===== config.mk =====
export PLATFORM = sky130hd
export DESIGN_NAME = bonded_lane_clock_distribution
export DESIGN_NICKNAME = d
export VERILOG_FILES = /design/src/core/bond_clk_pkg.sv /design/src/core/bonded_lane_clock_distribution.sv
export VERILOG_INCLUDE_DIRS = /design/src /design/src/core
export SDC_FILE = /design/constraint.sdc
export NUM_CORES = 1
export LEC_CHECK = 0
export ABC_AREA = 1
export ABC_CLOCK_PERIOD_IN_PS = 2800
export BUFFER_PORTS_ARGS = -buffer_cell sky130_fd_sc_hd__buf_4
export CORE_MARGIN = 1.5
export CORE_UTILIZATION = 52
export CTS_CLUSTER_SIZE = 20
export DETAILED_ROUTE_END_ITERATION = 10
export PLACE_DENSITY = 0.8
export SLEW_MARGIN = 20
export SYNTH_ARGS = -nofsm -noshare
export SYNTH_HDL_FRONTEND = slang
export SYNTH_SLANG_ARGS = --single-unit

===== constraint.sdc =====
create_clock -name sys_clk -period 2.8 [get_ports sys_clk]
set_input_delay 0.14 -clock sys_clk [delete_from_list [all_inputs] [get_ports sys_clk]]
set_output_delay 0.14 -clock sys_clk [all_outputs]
set_load 0.01 [all_outputs]

===== src/core/bond_clk_regs.svh =====
// Purpose: Register map, field positions and reset values of the bonded clock router.
// Assumes: Avalon-MM slave, 32-bit data, byte addresses.
// Notes: Definitions only.
// How it works
// - Bonded channels share one FIFO pointer set.
// - Bonded low-speed clock from one adjacent PLL.
// - Each channel picks its own high-speed PLL.
// - Large package x2 may use far PLL.
// - Channels 2,3 stay free in x2.
// - Common clock drives encoder, serializer, TX FIFO.
// - Byte serializer halves TX FIFO read clock.
// - Common clock exported as bonded core clock.
// - Receive-only bonding is refused.
// - Bonded receive works with or without rate match.
// - No rate match: receive clocked per channel.
// - Recovered high-speed clock drives deserializer.
// - Recovered low-speed drives aligner, rate match write.
// - Common clock drives rate match read onward.
// - Byte deserializer halves RX FIFO write clock.
// - Per-channel recovered clock drives RX PCS, exported.
`ifndef BOND_CLK_REGS_SVH
`define BOND_CLK_REGS_SVH
`define ADDR_CTRL      4'h0
`define ADDR_CHSEL     4'h4
`define ADDR_STATUS    4'h8
`define CTRL_MODE_LO   0
`define CTRL_MODE_HI   1
`define CTRL_BSRC      2
`define CTRL_FAR       3
`define CTRL_BIGPKG    4
`define CTRL_TXEN      5
`define CTRL_RXEN      6
`define CTRL_RMATCH    7
`define CTRL_BSER      8
`define CTRL_BDES      9
`define CTRL_PRST      10
`define CTRL_RESET     11'h000
`define CHSEL_RESET    4'h0
`define ST_REFUSED     2
`define ST_FAR         3
`define ST_WPTR_LO     4
`define ST_RPTR_LO     7
`define NUM_CH         4
`define PTR_W          3
`endif


===== src/core/bond_clk_pkg.sv =====
// Purpose: Types of the bonded clock router.
// Assumes: Included with the register header.
// Notes: Reserved mode code behaves as no bonding.
package bond_clk_pkg;
  typedef enum logic [1:0] {BOND_NONE, BOND_X2, BOND_X4, BOND_RSVD} bond_mode_t;
endpackage


===== src/core/bonded_lane_clock_distribution.sv =====
// Purpose: Routes PLL and recovered clock ticks to four transceiver channels,
//          with a common bonded low-speed path and shared FIFO pointers.
// Assumes: Every clock is modelled as a one-cycle enable on sys_clk, all
//          inputs come from logic on sys_clk.
// Notes: All routed outputs are registered, so they lag their source by one cycle.
//
// The placing of the registers and the Avalon-MM interface to the registers were chosen for this implementation.
`include "bond_clk_regs.svh"
`timescale 1ns/1ps
`default_nettype none
module bonded_lane_clock_distribution
  import bond_clk_pkg::*;
(
  input  wire logic        sys_clk,
  input  wire logic        rst_b,
  input  wire logic [3:0]  avs_address,
  input  wire logic        avs_read,
  input  wire logic        avs_write,
  input  wire logic [31:0] avs_writedata,
  output logic [31:0]      avs_readdata,
  output logic             avs_waitrequest,
  input  wire logic        pllTickA,
  input  wire logic        pllTickB,
  input  wire logic        pllTickFar,
  input  wire logic [3:0]  cdrHsTick,
  input  wire logic [3:0]  cdrLsTick,
  output logic [3:0]       hsClkEn,
  output logic [3:0]       txPcsEn,
  output logic [3:0]       txFifoRdEn,
  output logic [3:0]       deserEn,
  output logic [3:0]       alignEn,
  output logic [3:0]       rmWrEn,
  output logic [3:0]       rmRdEn,
  output logic [3:0]       rxPcsEn,
  output logic [3:0]       rxFifoWrEn,
  output logic [3:0]       rxClkOut,
  output logic             coreClkOut,
  output logic [11:0]      fifoWrPtr,
  output logic [11:0]      fifoRdPtr
);

  // True when channel ch belongs to the bonded group in mode m.
  function automatic logic inGroup(input bond_mode_t m, input int ch);
    inGroup = (m == BOND_X4) || ((m == BOND_X2) && (ch < 2));
  endfunction

  logic [10:0]  ctrl_q;
  logic [3:0]   chSel_q;
  logic         ack_q;
  logic [31:0]  rdData_q;
  logic         busReq;
  logic         wrTake;
  logic         ptrRst;
  bond_mode_t   reqMode;
  bond_mode_t   mode;
  logic         refused;
  logic         farOk;
  logic         bondLs;
  logic         bondHalf_q;
  logic [2:0]   bondWr_q;
  logic [2:0]   bondRd_q;
  logic         txEn;
  logic         rxEn;
  logic         rmPath;
  logic [3:0]   bondTx;

  // Control fields.
  assign reqMode = bond_mode_t'(ctrl_q[`CTRL_MODE_HI:`CTRL_MODE_LO]);
  assign txEn    = ctrl_q[`CTRL_TXEN];
  assign rxEn    = ctrl_q[`CTRL_RXEN];

  // A receive-only group cannot bond: each lane runs on its own recovered clock.
  // The reserved code bonds nothing, so it must not drive the core clock or pointers.
  assign refused = ((reqMode == BOND_X2) || (reqMode == BOND_X4)) && !txEn;
  assign mode    = (refused || (reqMode == BOND_RSVD)) ? BOND_NONE : reqMode;

  // The far PLL is only reachable by a two-lane group in a large package.
  assign farOk = ctrl_q[`CTRL_FAR] && ctrl_q[`CTRL_BIGPKG] && (mode == BOND_X2);

  // One common low-speed path for the whole group, picked from an adjacent PLL, or from pllTickFar when farOk.
  always_comb
  begin
    if (farOk)
      bondLs = pllTickFar;
    else
      bondLs = ctrl_q[`CTRL_BSRC] ? pllTickB : pllTickA;
  end

  // Rate match path only exists with both directions on.
  assign rmPath = ctrl_q[`CTRL_RMATCH] && txEn && rxEn;

  // Avalon slave: one wait cycle, then the answer.
  assign busReq          = avs_read || avs_write;
  assign avs_waitrequest = busReq && !ack_q;
  assign wrTake          = avs_write && ack_q;
  assign avs_readdata    = rdData_q;
  assign ptrRst          = wrTake && (avs_address == `ADDR_CTRL)
                           && avs_writedata[`CTRL_PRST];

  // Handshake state.
  always_ff @(posedge sys_clk)
  begin
    if (!rst_b)
      ack_q <= 1'b0;
    else
      ack_q <= busReq && !ack_q;
  end

  // Register writes; the pointer reset bit is a pulse and is not stored.
  always_ff @(posedge sys_clk)
  begin
    if (!rst_b)
    begin
      ctrl_q  <= `CTRL_RESET;
      chSel_q <= `CHSEL_RESET;
    end
    else if (wrTake)
    begin
      if (avs_address == `ADDR_CTRL)
        ctrl_q <= {1'b0, avs_writedata[9:0]};
      else if (avs_address == `ADDR_CHSEL)
        chSel_q <= avs_writedata[3:0];
    end
  end

  // Read data is captured in the wait cycle so it stands when waitrequest drops.
  always_ff @(posedge sys_clk)
  begin
    if (!rst_b)
      rdData_q <= 32'h0;
    else if (avs_read && !ack_q)
    begin
      unique case (avs_address)
        `ADDR_CTRL:   rdData_q <= {21'h0, ctrl_q};
        `ADDR_CHSEL:  rdData_q <= {28'h0, chSel_q};
        `ADDR_STATUS: rdData_q <= {22'h0, bondRd_q, bondWr_q, farOk, refused, mode};
        default:      rdData_q <= 32'h0;
      endcase
    end
  end

  // Shared halving toggle keeps every bonded lane on the same half phase.
  always_ff @(posedge sys_clk)
  begin
    if (!rst_b || ptrRst)
      bondHalf_q <= 1'b0;
    else if (bondLs)
      bondHalf_q <= !bondHalf_q;
  end

  // One pointer pair for the group; resetting it in one step keeps lanes aligned.
  always_ff @(posedge sys_clk)
  begin
    if (!rst_b || ptrRst)
    begin
      bondWr_q <= 3'h0;
      bondRd_q <= 3'h0;
    end
    else if (mode != BOND_NONE)
    begin
      if (bondLs)
        bondWr_q <= bondWr_q + 3'h1;
      if (|bondTx)
        bondRd_q <= bondRd_q + 3'h1;
    end
  end

  // The group clock leaves the block as the core clock for fabric logic.
  always_ff @(posedge sys_clk)
  begin
    if (!rst_b)
      coreClkOut <= 1'b0;
    else
      coreClkOut <= (mode != BOND_NONE) && bondLs;
  end

  genvar ch;
  generate
    for (ch = 0; ch < `NUM_CH; ch = ch + 1)
    begin : g_lane
      logic       bonded;
      logic       ownLs;
      logic       ls;
      logic       half;
      logic       ownHalf_q;
      logic       rxHalf_q;
      logic       txRd;
      logic [2:0] wr_q;
      logic [2:0] rd_q;

      // Lanes outside the group keep their own independent clocking.
      assign bonded = inGroup(mode, ch);
      assign ownLs  = chSel_q[ch] ? pllTickB : pllTickA;
      assign ls     = bonded ? bondLs : ownLs;
      assign half   = bonded ? bondHalf_q : ownHalf_q;
      assign txRd   = txEn && ls && (!ctrl_q[`CTRL_BSER] || half);
      assign bondTx[ch] = bonded && txRd;

      // Private halving toggles for an unbonded lane and for the recovered clock.
      always_ff @(posedge sys_clk)
      begin
        if (!rst_b)
        begin
          ownHalf_q <= 1'b0;
          rxHalf_q  <= 1'b0;
        end
        else
        begin
          if (ownLs)
            ownHalf_q <= !ownHalf_q;
          if (cdrLsTick[ch])
            rxHalf_q <= !rxHalf_q;
        end
      end

      // Private pointers, used only while the lane is not bonded.
      always_ff @(posedge sys_clk)
      begin
        if (!rst_b)
        begin
          wr_q <= 3'h0;
          rd_q <= 3'h0;
        end
        else if (!bonded)
        begin
          if (ownLs)
            wr_q <= wr_q + 3'h1;
          if (txRd)
            rd_q <= rd_q + 3'h1;
        end
      end

      // Transmit side clocks.
      always_ff @(posedge sys_clk)
      begin
        if (!rst_b)
        begin
          hsClkEn[ch]    <= 1'b0;
          txPcsEn[ch]    <= 1'b0;
          txFifoRdEn[ch] <= 1'b0;
        end
        else
        begin
          // Each lane picks its own fast PLL inside a group, except that a group on the far PLL takes pllTickFar.
          hsClkEn[ch]    <= (bonded && farOk) ? pllTickFar
                            : (chSel_q[ch] ? pllTickB : pllTickA);
          txPcsEn[ch]    <= txEn && ls;
          txFifoRdEn[ch] <= txRd;
        end
      end

      // Receive side clocks: with rate match, its read side onward uses the lane's low-speed clock,
      // otherwise everything after the aligner runs on the recovered clock.
      always_ff @(posedge sys_clk)
      begin
        if (!rst_b)
        begin
          deserEn[ch]    <= 1'b0;
          alignEn[ch]    <= 1'b0;
          rmWrEn[ch]     <= 1'b0;
          rmRdEn[ch]     <= 1'b0;
          rxPcsEn[ch]    <= 1'b0;
          rxFifoWrEn[ch] <= 1'b0;
          rxClkOut[ch]   <= 1'b0;
        end
        else
        begin
          deserEn[ch] <= rxEn && cdrHsTick[ch];
          alignEn[ch] <= rxEn && cdrLsTick[ch];
          if (rmPath)
          begin
            rmWrEn[ch]     <= cdrLsTick[ch];
            rmRdEn[ch]     <= ls;
            rxPcsEn[ch]    <= ls;
            rxFifoWrEn[ch] <= ls && (!ctrl_q[`CTRL_BDES] || half);
            rxClkOut[ch]   <= 1'b0;
          end
          else
          begin
            rmWrEn[ch]     <= 1'b0;
            rmRdEn[ch]     <= 1'b0;
            rxPcsEn[ch]    <= rxEn && cdrLsTick[ch];
            rxFifoWrEn[ch] <= rxEn && cdrLsTick[ch]
                              && (!ctrl_q[`CTRL_BDES] || rxHalf_q);
            rxClkOut[ch]   <= rxEn && cdrLsTick[ch];
          end
        end
      end

      // Bonded lanes show the shared pointers, so their latency is identical.
      always_ff @(posedge sys_clk)
      begin
        if (!rst_b)
        begin
          fifoWrPtr[3*ch +: 3] <= 3'h0;
          fifoRdPtr[3*ch +: 3] <= 3'h0;
        end
        else
        begin
          fifoWrPtr[3*ch +: 3] <= bonded ? bondWr_q : wr_q;
          fifoRdPtr[3*ch +: 3] <= bonded ? bondRd_q : rd_q;
        end
      end
    end
  endgenerate

endmodule
`default_nettype wire


## After elaboration in Yosys (flattened, before gate mapping)

Index checks and enable logic that the tools add are counted.

- Flip-flop bits (word level): 151
- Output and inout port bits: 98
- Input port bits: 51
- Word-level logic and storage cells: 218

- Mux-type cells: 36
- Add/sub/neg operators: 10
- Reductions and logical operators: 89
- Bitwise gates (word level): 4
- Equality and inequality tests: 7

Operators with widths:

| kind | count |
|---|---|
| $logic_and 1x1->1 | 41 |
| $add 3x1->3 const B | 10 |
| $pmux 10 s3 | 1 |
| $mux 1 | 26 |
| $mux 3 | 8 |
| $reduce_and 2->1 | 12 |
| $logic_or 1x1->1 | 17 |
| $logic_not 1->1 | 14 |
| $eq 2x2->1 const B | 3 |
| $eq 2x1->1 const B | 2 |
| $eq 4x3->1 const B | 1 |
| $eq 4x4->1 const B | 1 |
| $logic_not 4->1 | 1 |
| $not 1->1 | 4 |
| $reduce_or 4->1 | 1 |
| $reduce_and 3->1 | 1 |
| $mux 2 | 1 |
| $reduce_bool 2->1 | 1 |
| $reduce_or 2->1 | 1 |

## Depth between registers and ports, before layout

- Depth after elaboration: 14
- Mapped depth: 15
- Gate-level depth less buffers: 14

## Least setup slack after synthesis

No wires, ideal clock.

- Kind: register to register
- Start: register ctrl_q[0]
- End: register g_lane[1].rd_q[0]
- Path slack: 588 ps
- Cell stages (with the launch flop): 15
- Clock period less this slack: 2212 ps
- Setup time: 132 ps
- Path buffers: 1
- Data required time: 2668 ps
- Arrival: 2079 ps
- Path through: dfxtp_1 > ha_1 > a21oi_1 > inv_1 > nor2_1 > inv_1 > ha_1 > buf_4 > inv_4 > nand2_4 > a21boi_2 > nand2_2 > nand4_1 > nand2_1 > a21oi_1

- Longest elaborated chain between the ends: 12
- Elaborated cells on any way between the ends: 19
- Those cells by class: 5 x eq/ne; 4 x mux; 1 x bitwise; 9 x reduce/logical

RTL lines:

| element | RTL line | text |
|---|---|---|
| start, declared | bonded_lane_clock_distribution.sv:47 | `logic [10:0] ctrl_q;` |
| start signal, assigned | bonded_lane_clock_distribution.sv:114 | `` ctrl_q <= `CTRL_RESET; `` |
| start signal, assigned | bonded_lane_clock_distribution.sv:120 | `ctrl_q <= {1'b0, avs_writedata[9:0]};` |
| $eq 2x1->1 / $eq 2x2->1 (equally long branches) | bonded_lane_clock_distribution.sv:74 | `assign refused = ((reqMode == BOND_X2) \|\| (reqMode == BOND_X4)) && !txEn;` |
| $logic_or 1x1->1 | bonded_lane_clock_distribution.sv:74 |  |
| $logic_and 1x1->1 | bonded_lane_clock_distribution.sv:74 |  |
| $logic_or 1x1->1 | bonded_lane_clock_distribution.sv:75 | `assign mode = (refused \|\| (reqMode == BOND_RSVD)) ? BOND_NONE : reqMode;` |
| $mux 2 * | bonded_lane_clock_distribution.sv:75 |  |
| $eq 2x1->1 | -- |  |
| $logic_and 1x1->1 | bonded_lane_clock_distribution.sv:78 | `` assign farOk = ctrl_q[`CTRL_FAR] && ctrl_q[`CTRL_BIGPKG] && (mode == BOND_X2); `` |
| $mux 1 | bonded_lane_clock_distribution.sv:83 | `if (farOk)` |
| $mux 1 | bonded_lane_clock_distribution.sv:194 | `assign ls = bonded ? bondLs : ownLs;` |
| $logic_and 1x1->1 (2 in series) | bonded_lane_clock_distribution.sv:196 | `` assign txRd = txEn && ls && (!ctrl_q[`CTRL_BSER] \|\| half); `` |
| $reduce_and 2->1 (no line) * | -- |  |
| end signal, assigned | bonded_lane_clock_distribution.sv:229 | `rd_q <= rd_q + 3'h1;` |
| end, declared | bonded_lane_clock_distribution.sv:189 | `logic [2:0] rd_q;` |

Mark *: on every way between the ends. The rest lies on a longest branch, timed or not.
A chain may end at the register's enable or synchronous reset.

## Worst setup path after layout

- Start: register ctrl_q[0]
- End: register bondRd_q[0]

- Longest elaborated chain between the ends: 14
- Elaborated cells on any way between the ends: 39
- Those cells by class: 5 x eq/ne; 10 x mux; 24 x reduce/logical

RTL lines:

| element | RTL line | text |
|---|---|---|
| $eq 2x1->1 / $eq 2x2->1 (equally long branches) | bonded_lane_clock_distribution.sv:74 |  |
| $logic_or 1x1->1 | bonded_lane_clock_distribution.sv:74 |  |
| $logic_and 1x1->1 | bonded_lane_clock_distribution.sv:74 |  |
| $logic_or 1x1->1 | bonded_lane_clock_distribution.sv:75 |  |
| $mux 2 * | bonded_lane_clock_distribution.sv:75 |  |
| $eq 2x1->1 | -- |  |
| $logic_and 1x1->1 | bonded_lane_clock_distribution.sv:78 |  |
| $mux 1 | bonded_lane_clock_distribution.sv:83 |  |
| $mux 1 | bonded_lane_clock_distribution.sv:194 |  |
| $logic_and 1x1->1 (2 in series) | bonded_lane_clock_distribution.sv:196 |  |
| $logic_and 1x1->1 | bonded_lane_clock_distribution.sv:197 | `assign bondTx[ch] = bonded && txRd;` |
| $reduce_or 4->1 | bonded_lane_clock_distribution.sv:163 | `if (\|bondTx)` |
| $reduce_and 2->1 (no line) * | -- |  |
| end signal, assigned | bonded_lane_clock_distribution.sv:164 | `bondRd_q <= bondRd_q + 3'h1;` |
| end, declared | bonded_lane_clock_distribution.sv:61 | `logic [2:0] bondRd_q;` |

Marks and branches as above.

==> run_results.csv <==
group,metric,value,unit
place,placement.setup.worst_slack,0.268,ns
die,overall_die_width,103,µm
layout,antenna-diode-count,0,
yosys,synth_largest_type_area_fraction,49.8,%
layout,drive_above_1_share,22.6,%
drt,detail_route.iter0.violations,339,
global_route,grt_pass1_wl,20.2,mm
critical_path,data_arrival_critical_path,3.06,ns
drt,route.antenna.remaining_nets,0,
place,final_gp_congestion,0.849,
die,dieArea,10600,µm²
yosys,proportion_of_register_bits_with_asynchronous_set_or_reset_after_synthesis,0,%
die,placeableCoreArea,9730,µm²
yosys,synth_most_common_cell,"sky130_fd_sc_hd__nand2_1",
clock_network,cts.root.buffer_cell,"sky130_fd_sc_hd__clkbuf_8",
yosys,synth_seq_area_share,49.8,%
outcome,status,"finished clean",
yosys,synthesis.instances,639,
power,power_per_cell_area,645,nW/µm²
critical_path,crit_path_end_kind,"flop",
global_route,globalRouteOverflowTotal,0,
die,floorplan.initialDensity,53.3,%
drt,wire_length_after_detailed_routing,13.0,mm
die,num_io_pins,149,
place,dp.cells,862,
clock_network,tritoncts,"built",
layout,fin_cells,917,
global_route,initial_antenna_violation_count,0,
layout,final_net_count,837,
critical_path,critical_path.slowest_cell,"sky130_fd_sc_hd__ha_2",
global_route,gr-usage-all-layers,25.3,%
drt,dr_total_vias,4675,
timing,fin_crit,2.61,ns
clock_network,number_of_buffers_on_the_longest_clock_path,2,
timing,final_slew_violations,0,
critical_path,worst_ep_required_time,3.25,ns
clock_network,cts_buffers,17,
critical_path,worstSetupPathType,"reg2reg",
yosys,synth_largest_area_cell,"sky130_fd_sc_hd__dfxtp_1",
clock_network,cts.sinks,129,
place,place.detailed.hpwl,8.78,mm
yosys,synth.avg_cell_area,8.11,µm²
timing,period_share,93.2,%
yosys,yosys-top-cells-count,"sky130_fd_sc_hd__nand2_1, sky130_fd_sc_hd__dfxtp_1, sky130_fd_sc_hd__a21oi_1",
drt,average_wire_length_per_cell_after_detail_routing,14.2,µm
drt,routed_via_density,5.10,
critical_path,worst_setup_start_kind,"flop",
timing,finalSetupViolations,0,
yosys,mappedNetlistArea,5180,µm²
die,die_h,103,µm
clock_network,clk_latency,0.53,ns
timing,slew-limit-headroom,53.3,%
critical_path,crit_path_max_cell_delay,0.42,ns
drt,detail_route.first_pass.iterations,7,
critical_path,crit_path_frequent_cell,"sky130_fd_sc_hd__nand2_1",
place,post_dp_cell_area,5990,µm²
global_route,first_global_vias,4283,
drt,drc,0,
layout,fin_area,6840,µm²
die,rows,36,
yosys,yosys_most_used_dff,"sky130_fd_sc_hd__dfxtp_1",
layout,layout.filler_cells,748,
clock_network,clkTransAtPathRegs,0.06,ns
timing,slew_at_the_pin_with_the_worst_max_slew_slack,0.701,ns
power,max-vdd-ir-drop,450,µV
hold_path,hold_class,"in2reg",
clock_network,htree_levels,4,
job,maxCapViolations,0,
critical_path,chain_of_cells_forming_the_critical_path,"ha_1 -> a21oi_1 -> inv_1 -> nor2_1 -> inv_1 -> ha_2 -> inv_4 -> nand2_4 -> nand3_2 -> nand4_1 -> nand2_1 -> nand2_1 -> nand2_1 -> a21oi_1",
layout,area.growth.synth_to_final,32.0,%
timing,fmax,383,MHz
yosys,synth.yosys.warnings,0,
timing,final.setup_skew,0.00904,ns
global_route,grt_max_degree,71,
clock_network,post-cts-setup-buffers,0,
power,p_leak,3.04,nW
timing,worst_slack,0.191,ns
critical_path,critical_path_peak_fanout,9,
place,io_buffer_count,105,
timing,timing_hold_violations_final,0,
yosys,synth.top_cells.by_area,"sky130_fd_sc_hd__dfxtp_1, sky130_fd_sc_hd__nand2_1, sky130_fd_sc_hd__a21oi_1",
yosys,synth_cell_types,37,
yosys,ys_ff_latch,129,
yosys,synth_edf_count,0,
==> flip-flops by register name, indices dropped and copies added, names as in the netlist, 10 cells and up <==
register,cells
fifoRdPtr,12
avs_readdata,10
g_lane.wr_q,12
fifoWrPtr,12
ctrl_q,10
g_lane.rd_q,12
==> metal layers <==
layer / up-vias / global-route usage [%] / part of all wire [%]
met5: - / 0 / 0
met4: 0 / 13.8 / 3.2
met2: 167 / 42.9 / 49
met1: 2166 / 29.8 / 43
met3: 43 / 5.69 / 5.2
li1: 2299 / - / -
==> logic make-up after synthesis <==
family	Yosys count	synth area share, %
DFF	129	49.8
adders and majority gates	14	3.38
AOI/OAI and AO/OA	131	13.7
xor gates and xnor gates	15	2.54
and+or+nand+nor	240	20.5
buffers and inverters	109	10.0
other	1	0.0724
==> repair_timing <==
action / 4_1_cts / 5_1_grt
resized for setup: 0 / 3
hold endpoints to repair: 43 / 0
setup endpoints to repair: 0 / 5
hold buffers: 24 / 0
==> cell type report <==
class                   count  area [µm²]  area share (%)
repair buffers            134        1070            15.6
flip-flops and latches    129        2580            37.8
multi-input cells         422        2160            31.6
well taps                 133         166            2.43
inverters                  68         260            3.81
clock inverters            11         154            2.25
clock buffers              20         445            6.51
==> worst max-delay path, delay by kind of cell (launching register included) <==
family | cells | cell delay, ns
flops | 1 | 0.32
compound gates | 2 | 0.40
buf+inv | 3 | 0.25
fa+ha+maj | 2 | 0.74
simple gates | 7 | 0.81
==> placed cells by master, fill, tap and decap left out, types with 3 or more instances in the layout <==
master and instances:
sky130_fd_sc_hd__a21oi_1 76, sky130_fd_sc_hd__a21oi_2 5, sky130_fd_sc_hd__buf_4 110, sky130_fd_sc_hd__bufinv_16 3
sky130_fd_sc_hd__clkbuf_16 16, sky130_fd_sc_hd__clkbuf_8 3, sky130_fd_sc_hd__clkinv_4 3, sky130_fd_sc_hd__conb_1 22
sky130_fd_sc_hd__dfxtp_1 129, sky130_fd_sc_hd__dlygate4sd3_1 24, sky130_fd_sc_hd__ha_1 12, sky130_fd_sc_hd__inv_1 57
sky130_fd_sc_hd__inv_2 7, sky130_fd_sc_hd__nand2_1 132, sky130_fd_sc_hd__nand2_2 6, sky130_fd_sc_hd__nand3_1 8
sky130_fd_sc_hd__nand3_2 6, sky130_fd_sc_hd__nand4_1 20, sky130_fd_sc_hd__nor2_1 59, sky130_fd_sc_hd__o21ai_0 34
sky130_fd_sc_hd__o21ai_1 3, sky130_fd_sc_hd__o22ai_1 5, sky130_fd_sc_hd__xnor2_1 4, sky130_fd_sc_hd__xor2_1 11
==> stage by stage <==
step           power (mW)  TNS [ns]  hold WS [ns]  util, %
5_1_grt              4.53   -0.0488        0.0854     70.3
3_5_place_dp         2.19         0         0.362     61.6
3_3_place_gp         2.18         0         0.352     61.6
2_1_floorplan        2.12         0         0.252        -
4_1_cts              4.42         0        0.0449     70.2
6_report             4.41         0        0.0618     70.3
==> power by group <==
group | internal (mW) | leakage, nW | switching, mW
logic | 0.117 | 1.71 | 0.159
registers | 1.88 | 1.05 | 0.0330
clock network | 1.41 | 0.288 | 0.815
total | 3.40 | 3.04 | 1.01
==> path summary, 6_finish.rpt <==
check	from	end	slack (ns)	cells after the start
worst max-delay path	ctrl_q[0]	bondRd_q[0]	0.19	14
worst min-delay path	pllTickB	g_lane[1].ownHalf_q	0.06	4
worst max register to register	ctrl_q[0]	bondRd_q[0]	0.19	14
worst min register to register	g_lane[3].wr_q[2]	g_lane[3].wr_q[2]	0.46	2
Power figures use the tool's default switching activity.
